**src/design/plp_pkg.sv**
```systemverilog
// Package for the LED and PHY control register pair.
// Assumes a 125 MHz system clock and a 5-bit management register address.
package plp_pkg;

  // ---------------------------------------------------------------------
  // Register map
  // ---------------------------------------------------------------------
  localparam int unsigned ADDR_W = 5;
  localparam int unsigned DATA_W = 16;
  localparam logic [4:0] ADDR_LED_CONTROL = 5'h18;
  localparam logic [4:0] ADDR_PHY_GENERAL_CONTROL = 5'h19;

  // led_control field positions
  localparam int unsigned LC_RATE_LSB = 9;
  localparam int unsigned LC_POL_BIT = 7;
  localparam int unsigned LC_FSEL_BIT = 4;
  localparam int unsigned LC_FVAL_BIT = 1;

  // phy_general_control field positions
  localparam int unsigned PG_AUTO_BIT = 15;
  localparam int unsigned PG_FMDIX_BIT = 14;
  localparam int unsigned PG_PRX_BIT = 13;
  localparam int unsigned PG_PTX_BIT = 12;
  localparam int unsigned PG_FD_BIT = 11;
  localparam int unsigned PG_BYP_BIT = 7;
  localparam int unsigned PG_MODE_BIT = 5;

  // Values after reset (straps replace some of them at release)
  localparam logic [1:0] RST_BLINK_RATE = 2'h2;
  localparam logic RST_LED_POL = 1'b0;
  localparam logic RST_FORCE_VAL = 1'b0;
  localparam logic RST_FORCE_SEL = 1'b0;
  localparam logic RST_AUTO_MDIX = 1'b0;
  localparam logic RST_FORCE_MDIX = 1'b0;
  localparam logic RST_BYPASS = 1'b0;
  localparam logic RST_LED_MODE = 1'b1;
  localparam logic [4:0] RST_PHY_ADDR = 5'h01;

  // ---------------------------------------------------------------------
  // Timing
  // ---------------------------------------------------------------------
  localparam int unsigned CLK_KHZ = 125000;
  localparam int unsigned BLINK0_MS = 50;
  localparam int unsigned BLINK1_MS = 100;
  localparam int unsigned BLINK2_MS = 200;
  localparam int unsigned BLINK3_MS = 500;
  localparam int unsigned BLINK0_CYC = BLINK0_MS * CLK_KHZ;
  localparam int unsigned BLINK1_CYC = BLINK1_MS * CLK_KHZ;
  localparam int unsigned BLINK2_CYC = BLINK2_MS * CLK_KHZ;
  localparam int unsigned BLINK3_CYC = BLINK3_MS * CLK_KHZ;
  localparam int unsigned CNT_W = 26;

  // ---------------------------------------------------------------------
  // Types
  // ---------------------------------------------------------------------
  typedef enum logic [1:0] {
    PLP_ST_STRAP = 2'b01,
    PLP_ST_RUN = 2'b10
  } plp_phase_t;

  // Link-side status that the block reports or reacts to
  typedef struct packed {
    logic link_up;
    logic activity;
    logic link_100fd;
    logic hcd_full_duplex;
    logic [1:0] local_pause;
    logic [1:0] partner_pause;
  } plp_link_t;

  // Values sampled from strap pins at reset release
  typedef struct packed {
    logic auto_mdix;
    logic led_mode;
    logic [4:0] phy_addr;
  } plp_strap_t;

  typedef struct packed {
    plp_phase_t phase;
    logic [1:0] blink_rate;
    logic led_pol;
    logic force_sel;
    logic force_val;
    logic auto_mdix;
    logic force_mdix;
    logic bypass;
    logic led_mode;
    logic [4:0] phy_addr;
    logic [DATA_W-1:0] rdata;
    logic [CNT_W-1:0] blink_cnt;
    logic blink_on;
    logic [CNT_W-1:0] stretch_cnt;
    logic led_pin;
  } plp_state_t;

endpackage

```
**src/design/plp_regs.sv**
```systemverilog
// LED control and PHY general control registers with the LED driver.
// Assumes straps are valid while rst is high and one cycle after release.
`timescale 1ns/100ps
module plp_regs
  import plp_pkg::*;
#(
  parameter int unsigned BLINK0_CYCLES = BLINK0_CYC,
  parameter int unsigned BLINK1_CYCLES = BLINK1_CYC,
  parameter int unsigned BLINK2_CYCLES = BLINK2_CYC,
  parameter int unsigned BLINK3_CYCLES = BLINK3_CYC
) (
  input wire logic sys_clk,
  input wire logic rst,
  input wire logic [ADDR_W-1:0] reg_addr,
  input wire logic [DATA_W-1:0] reg_wdata,
  input wire logic reg_we,
  input wire logic reg_re,
  output logic [DATA_W-1:0] reg_rdata,
  input wire plp_link_t link,
  input wire plp_strap_t strap,
  input wire logic led_pin_in,
  output logic status_led_output,
  output logic led_oe_n,
  output logic auto_mdix_en,
  output logic mdix_swap
);

  // ---------------------------------------------------------------------
  // State
  // ---------------------------------------------------------------------
  plp_state_t q;
  plp_state_t d;
  logic pause_rx;
  logic pause_tx;
  logic act_eff;
  logic led_on;
  logic [CNT_W-1:0] period_m1;
  logic wr_led;
  logic wr_phy;

  // Period for the selected rate, as a reload value
  function automatic logic [CNT_W-1:0] rate_reload(input logic [1:0] rate);
    logic [CNT_W-1:0] r;
    r = CNT_W'(BLINK2_CYCLES - 1);
    case (rate)
      2'h0: r = CNT_W'(BLINK0_CYCLES - 1);
      2'h1: r = CNT_W'(BLINK1_CYCLES - 1);
      2'h2: r = CNT_W'(BLINK2_CYCLES - 1);
      2'h3: r = CNT_W'(BLINK3_CYCLES - 1);
      default: r = CNT_W'(BLINK2_CYCLES - 1);
    endcase
    return r;
  endfunction

  // ---------------------------------------------------------------------
  // Pause resolution
  // ---------------------------------------------------------------------
  // Bit 0 of each pair is the symmetric pause ability, bit 1 asymmetric
  always_comb begin
    pause_rx = 1'b0;
    pause_tx = 1'b0;
    if (link.hcd_full_duplex) begin
      if (link.local_pause[0] && link.partner_pause[0]) begin
        pause_rx = 1'b1;
        pause_tx = 1'b1;
      end else if (link.local_pause == 2'b10 && link.partner_pause == 2'b11) begin
        pause_tx = 1'b1;
      end else if (link.local_pause == 2'b11 && link.partner_pause == 2'b10) begin
        pause_rx = 1'b1;
      end
    end
  end

  // ---------------------------------------------------------------------
  // Next state
  // ---------------------------------------------------------------------
  assign wr_led = reg_we && (reg_addr == ADDR_LED_CONTROL);
  assign wr_phy = reg_we && (reg_addr == ADDR_PHY_GENERAL_CONTROL);
  assign period_m1 = rate_reload(q.blink_rate);
  // Stretching makes short bursts visible; bypass shows the raw activity
  assign act_eff = q.bypass ? link.activity : (link.activity || q.stretch_cnt != '0);

  // LED level before polarity and forcing
  always_comb begin
    if (q.led_mode) begin
      led_on = link.link_up;
    end else begin
      led_on = link.link_up && (!act_eff || q.blink_on);
    end
  end

  always_comb begin
    d = q;
    d.rdata = '0;
    case (q.phase)
      PLP_ST_STRAP: begin
        // Pin is released during reset so the strap level can be read
        d.led_pol = led_pin_in;
        d.auto_mdix = strap.auto_mdix;
        d.led_mode = strap.led_mode;
        d.phy_addr = strap.phy_addr;
        d.phase = PLP_ST_RUN;
      end
      PLP_ST_RUN: begin
        d.phase = PLP_ST_RUN;
      end
      default: begin
        d.phase = PLP_ST_STRAP;
      end
    endcase
    // Software writes win over the strap value of the same cycle
    if (wr_led) begin
      d.blink_rate = reg_wdata[LC_RATE_LSB +: 2];
      d.led_pol = reg_wdata[LC_POL_BIT];
      d.force_sel = reg_wdata[LC_FSEL_BIT];
      d.force_val = reg_wdata[LC_FVAL_BIT];
    end
    if (wr_phy) begin
      d.auto_mdix = reg_wdata[PG_AUTO_BIT];
      d.force_mdix = reg_wdata[PG_FMDIX_BIT];
      d.bypass = reg_wdata[PG_BYP_BIT];
      d.led_mode = reg_wdata[PG_MODE_BIT];
    end
    // Read data stands only in the cycle after the strobe
    if (reg_re && reg_addr == ADDR_LED_CONTROL) begin
      d.rdata[LC_RATE_LSB +: 2] = q.blink_rate;
      d.rdata[LC_POL_BIT] = q.led_pol;
      d.rdata[LC_FSEL_BIT] = q.force_sel;
      d.rdata[LC_FVAL_BIT] = q.force_val;
    end else if (reg_re && reg_addr == ADDR_PHY_GENERAL_CONTROL) begin
      d.rdata[PG_AUTO_BIT] = q.auto_mdix;
      d.rdata[PG_FMDIX_BIT] = q.force_mdix;
      d.rdata[PG_PRX_BIT] = pause_rx;
      d.rdata[PG_PTX_BIT] = pause_tx;
      d.rdata[PG_FD_BIT] = link.link_100fd;
      d.rdata[PG_BYP_BIT] = q.bypass;
      d.rdata[PG_MODE_BIT] = q.led_mode;
      d.rdata[4:0] = q.phy_addr;
    end
    // Stretch each activity pulse for one blink period
    if (link.activity) begin
      d.stretch_cnt = period_m1;
    end else if (q.stretch_cnt != '0) begin
      d.stretch_cnt = q.stretch_cnt - CNT_W'(1);
    end
    // Blink timer runs only while activity or its stretch lasts; LED starts lit
    if (!act_eff) begin
      d.blink_cnt = period_m1;
      d.blink_on = 1'b1;
    end else if (q.blink_cnt == '0 || q.blink_cnt > period_m1) begin
      d.blink_cnt = period_m1;
      d.blink_on = !q.blink_on;
    end else begin
      d.blink_cnt = q.blink_cnt - CNT_W'(1);
    end
    // Pin level: forced value, else status at the set polarity
    if (q.force_sel) begin
      d.led_pin = q.force_val;
    end else begin
      d.led_pin = q.led_pol ? led_on : !led_on;
    end
  end

  // ---------------------------------------------------------------------
  // Registers
  // ---------------------------------------------------------------------
  always_ff @(posedge sys_clk or posedge rst) begin
    if (rst) begin
      q.phase <= PLP_ST_STRAP;
      q.blink_rate <= RST_BLINK_RATE;
      q.led_pol <= RST_LED_POL;
      q.force_sel <= RST_FORCE_SEL;
      q.force_val <= RST_FORCE_VAL;
      q.auto_mdix <= RST_AUTO_MDIX;
      q.force_mdix <= RST_FORCE_MDIX;
      q.bypass <= RST_BYPASS;
      q.led_mode <= RST_LED_MODE;
      q.phy_addr <= RST_PHY_ADDR;
      q.rdata <= '0;
      q.blink_cnt <= '0;
      q.blink_on <= 1'b1;
      q.stretch_cnt <= '0;
      q.led_pin <= 1'b0;
    end else begin
      q <= d;
    end
  end

  // ---------------------------------------------------------------------
  // Outputs
  // ---------------------------------------------------------------------
  // Pin stays released until the strap has been taken
  assign led_oe_n = (q.phase != PLP_ST_RUN);
  assign status_led_output = q.led_pin;
  assign reg_rdata = q.rdata;
  assign auto_mdix_en = q.auto_mdix;
  assign mdix_swap = q.force_mdix;
endmodule

```
**config.mk**
```make
export PLATFORM = sky130hd
export DESIGN_NAME = plp_regs
export DESIGN_NICKNAME = d
export VERILOG_FILES = /design/src/design/plp_pkg.sv /design/src/design/plp_regs.sv
export SDC_FILE = /design/constraint.sdc
export NUM_CORES = 1
export LEC_CHECK = 0
export BUFFER_PORTS_ARGS = -buffer_cell sky130_fd_sc_hd__buf_2
export CORE_MARGIN = 4
export CORE_UTILIZATION = 62
export DETAILED_ROUTE_END_ITERATION = 7
export GPL_TIMING_DRIVEN = 0
export PLACE_DENSITY_LB_ADDON = 0.12
export SLEW_MARGIN = 20
export SYNTH_ARGS = -nofsm -noshare
export SYNTH_HDL_FRONTEND = slang
export SYNTH_SLANG_ARGS = --single-unit
```
**constraint.sdc**
```tcl
create_clock -name sys_clk -period 4.5 [get_ports sys_clk]
set_input_delay 0.225 -clock sys_clk [delete_from_list [all_inputs] [get_ports sys_clk]]
set_output_delay 0.225 -clock sys_clk [all_outputs]
set_load 0.02 [all_outputs]
```
; Word-level counts from Yosys, hierarchy flattened
; Index checks and enable logic that the tools add are counted.
[classes]
add_sub_neg = 2
mux = 34
eq_ne = 13
n_reduce_logical = 21
magnitude_cmp = 1
[op_table]
columns = cell, count
row1 = case mux 26 bit (4 select lines), 1
row2 = 2-to-1 mux 26 bit, 3
row3 = subtractor 26 x 1 -> 26 bit (second input constant), 2
row4 = 2-to-1 mux 27 bit, 1
row5 = > comparator 26 bit, 1
row6 = logical NOT 26 bit, 1
row7 = nonzero test 26 bit, 1
row8 = 2-to-1 mux 1 bit, 20
row9 = equality test 2 bit (second input constant), 7
row10 = 2-to-1 mux 6 bit, 2
row11 = equality test 5 bit (second input constant), 2
row12 = 2-to-1 mux 5 bit, 2
row13 = logical AND 1 bit, 8
row14 = 2-to-1 mux 2 bit, 3
row15 = nonzero test 2 bit, 3
row16 = equality test 2 x 1 -> 1 bit (second input constant), 2
row17 = 2-to-1 mux 4 bit, 1
row18 = logical NOT 1 bit, 3
row19 = logical OR 1 bit, 3
row20 = 2-to-1 mux 3 bit, 1
row21 = logical NOT 2 bit, 1
row22 = != test 2 x 1 -> 1 bit (second input constant), 1
row23 = != test 2 bit (second input constant), 1
row24 = OR reduction 2 bit, 1
[totals]
word_cells = 86
regBits = 84

; Depth between registers and ports, before layout
[logic_depth]
depth_word = 10
depth_mapped = 12

; Worst setup path before layout
; OpenSTA, ideal clock, no wires.
[synth_timing]
path_kind = reg-to-reg
startpoint = register q[83] in the netlist's numbering
endpoint = register q[49] in the netlist's numbering
t_arrival_ns = 2.867
path_slack_ns = 1.554
setup_time_ns = 0.079
period_less_slack_ns = 2.946
n_path_buf = 2
path_stages_with_launch = 11
cell_sequence = dfstp_2 -> buf_6 -> nand2_1 -> ha_1 -> or3b_2 -> a2111oi_4 -> and3_2 -> a211oi_2 -> nor3_4 -> buf_8 -> mux2i_1
[synth_rtl]
columns = element, line
row1 = start: declaration, plp_regs.sv:31  ; plp_state_t q;

==> summary.md <==
| Metric | Value |
|---|---|
| Hold Vio Cnt, Final | `0` |
| CORE AREA | `7250 µm²` |
| Critical path peak fanout | `10` |
| Postcts setup bufs | `0` |
| Hold WC Path Type | `in2reg` |
| Part of the power in registers | `40.5%` |
| Unrepaired setup endpoints after global routing | `no` |
| Peak VDD IR | `0.000546 V` |
| Internal power | `0.00165 W` |
| Sw Ratio | `36.1%` |
| Predominant post-synthesis flop cell | `dfrtp_1` |
| Hold Path End | `reg_rdata[11]` |
| Iteration count of the initial detailed-routing pass | `4` |
| Overall Global Routing Usage | `23.5%` |
| Die width | `94.3 µm` |
| Initial Utilization | `63.7%` |
| EDFF count, synth | `0` |
| Worst-Skew Late Latency | `360 ps` |
| WL per Instance | `15.8 µm` |
| Clk pwr share | `23.9%` |
| CTS resizes | `0` |
| Syn_area_per_cell | `10.4 µm²` |
| Post-Syn Instances | `446` |
| Slew headroom | `58.3%` |
| Area growth syn-to-layout | `13.8%` |
| Synth warn | `0` |
| First-pass GRT wire length | `16400 µm` |
| Row cnt | `31` |
| CP Buf/Inv Count | `2` |
| Post-synthesis sequential area ratio | `45.6%` |
| PwrDens | `491 nW/µm²` |
| FF-to-FF path depth | `10` |
| Hold Crit Depth | `2` |
| Vias in the first global route | `3526` |
| Clk_skew | `11.2 ps` |
| Pre-CTS WS | `1180 ps` |
| Hold Buf Count CTS | `1` |
| Worst setup SP type | `flop` |
| Non-Filler Instances | `613` |
| Final TNS setup | `0 ps` |
| Slowest cell on the critical path | `dfstp_2` |
| Lkg Pwr | `2.31 nW` |
| Final setup margin | `1190 ps` |
| HPWL Detailed | `7030 µm` |
| Post-route ant nets | `0` |
| Max Clk Rate | `302 MHz` |
| Total CTS buffers | `9` |
| Clock Sinks | `84` |
| Vias per cell | `5.63` |
| Pins Over Slew Limit | `0` |
| IO buf count | `49` |
| Total grt overflow | `0` |
| Delay-heaviest family, CP | `simple AND/OR/NAND/NOR gates` |
| Clk Tree Root Cell | `clkbuf_8` |
| CP arrival | `3580 ps` |
| Final net count | `570` |
| Slowest Stage Delay on Critical Path | `540 ps` |
| Drt first-iter violations | `159` |
| # DRC | `0` |
| Most used cell, CP | `buf_6` |
| R2R setup slack | `1190 ps` |
| Setup Viol. Count Final | `0` |
| Share of cells above drive strength 1 | `23.0%` |
| Crit path cell chain | `buf_6 -> nand2_1 -> ha_1 -> or3b_2 -> a2111oi_4 -> and3_2 -> a211oi_2 -> nor3_4 -> buf_6 -> mux2i_1` |
| Ant diodes | `0` |
| Ys async rst share | `100%` |
| GP Congestion | `0.849` |
| Fin crit share | `73.5%` |
| Maxcap violations | `0` |
| Final WL | `9720 µm` |
| Htree depth | `3` |
| Post-Syn Area | `4620 µm²` |
| Worst-margin pin slew | `625 ps` |
| Status | `complete, no violations` |
| Critical Path RT | `4770 ps` |
| Synthesized flop and latch total | `84` |
| Top-Level Pins | `61` |
| Fin util | `72.5%` |
| Max clock buf depth | `2` |
| Reg-to-Reg Start | `q[83]` |
| Hold slack | `87.1 ps` |
| Sw Pwr | `0.000931 W` |
| Largest net degree at the start of global routing | `49` |
| Synth cell types | `57` |
| Gate power share | `35.6%` |
| Die area | `8900 µm²` |
| Critical path class | `reg2reg` |
| Vias | `3450` |
| Layout filler cell count | `544` |
| Crit. End Element | `flop` |
| Dpl cells | `596` |
| CTS clk-pin slew, worst paths | `90 ps` |
| FF-to-FF End | `q[50]` |
| Hold path start | `link[5]` |
| Die Y-Extent | `94.3 µm` |
| Initial antenna violation count | `0` |
| Tmin final | `3310 ps` |
| CTS tree | `built` |
-- through the flow --
| stage | total power (W) | instance area, µm² |
|---|---|---|
| final | 0.00258 | 5260 |
| after global routing | 0.00275 | 5260 |
| after CTS | 0.00260 | 5260 |
| after detailed placement | 0.00198 | 5010 |
| after global placement | 0.00193 | 4990 |
| after floorplan | 0.00176 | 4620 |
-- layer usage --
| layer | up-vias | wire length [µm] | global-route usage (%) |
|---|---|---|---|
| met5 | - | 0 | 0 |
| met4 | 0 | 137 | 9.51 |
| met3 | 13 | 401 | 3.13 |
| met2 | 78 | 4970 | 39.7 |
| met1 | 1675 | 4210 | 30.7 |
| li1 | 1684 | - | - |
-- cells in the mapped netlist, types with 11 or more instances --
cell / number / area, µm²
a21oi_1: 16 / 80.1
mux2i_1: 24 / 240
xor2_1: 15 / 131
nand2_1: 33 / 124
ha_1: 20 / 250
nor4_1: 12 / 75.1
inv_1: 14 / 52.6
nor3_1: 19 / 95.1
o21ai_0: 13 / 65.1
xnor2_1: 30 / 263
buf_4: 16 / 120
nand3_1: 11 / 55.1
mux2_2: 11 / 124
dfrtp_1: 79 / 1980
nor2_1: 35 / 131
-- layout by cell type (no fill, tap or decap), types with 9 or more instances in the layout --
cell      instances
clkbuf_8          9
ha_1             20
inv_1            13
nor2_1           35
nor3_1           19
xnor2_1          30
buf_4            16
nor4_1           12
o21ai_0          13
nand2_1          33
mux2_2           11
mux2i_1          24
dfrtp_1          79
nand3_1          11
a21oi_1          16
xor2_1           15
buf_2            50
-- registers in the layout, summed over array words and instances (netlist names) --
name and cells:
q 67, reg_rdata 14, auto_mdix_en 1, mdix_swap 1, status_led_output 1
-- cells by family after synthesis --
group | synth area share, %
and+or+nand+nor | 18.5
DFF | 45.6
AOI/OAI and AO/OA | 8.07
other | 0.0812
buffers and inverters | 5.47
muxes | 7.88
xor gates and xnor gates | 8.53
adders and majority gates | 5.85
-- cell type report --
class	count	area [µm²]	share of cell area, %
clock inverters	7	110	2.09
inverters	16	62.6	1.19
clock buffers	9	124	2.36
flip-flops and latches	84	2110	40.1
well taps	99	124	2.36
plain buffers	28	193	3.66
multi-input cells	319	2260	43.0
repair buffers	51	275	5.23
-- worst register-to-register path, delay by kind of cell, from the launching register on --
family	cells	cell delay (ps)
compound gates	2	410
fa+ha+maj	1	340
buf+inv	2	360
flops	1	540
mux	1	220
simple gates	4	1350
-- power by group through the flow --
stage / Combinational, W / Clock [W] / Sequential, W
global route: 0.00103 / 0.000656 / 0.00107
detailed placement: 0.000922 / 0 / 0.00105
finish: 0.000919 / 0.000617 / 0.00105
floorplan: 0.000728 / 0 / 0.00103
CTS: 0.000927 / 0.000627 / 0.00104
global placement: 0.000883 / 0 / 0.00105
-- worst max path at each step --
stage               start  endpoint  cells past startpoint
global route        q[83]     q[50]                     12
CTS                 q[83]     q[50]                     10
floorplan           q[83]     q[49]                     10
finish              q[83]     q[50]                     10
detailed placement  q[83]     q[50]                     10
global placement      rst     q[36]                      2
(Power assumes the default switching activity.)
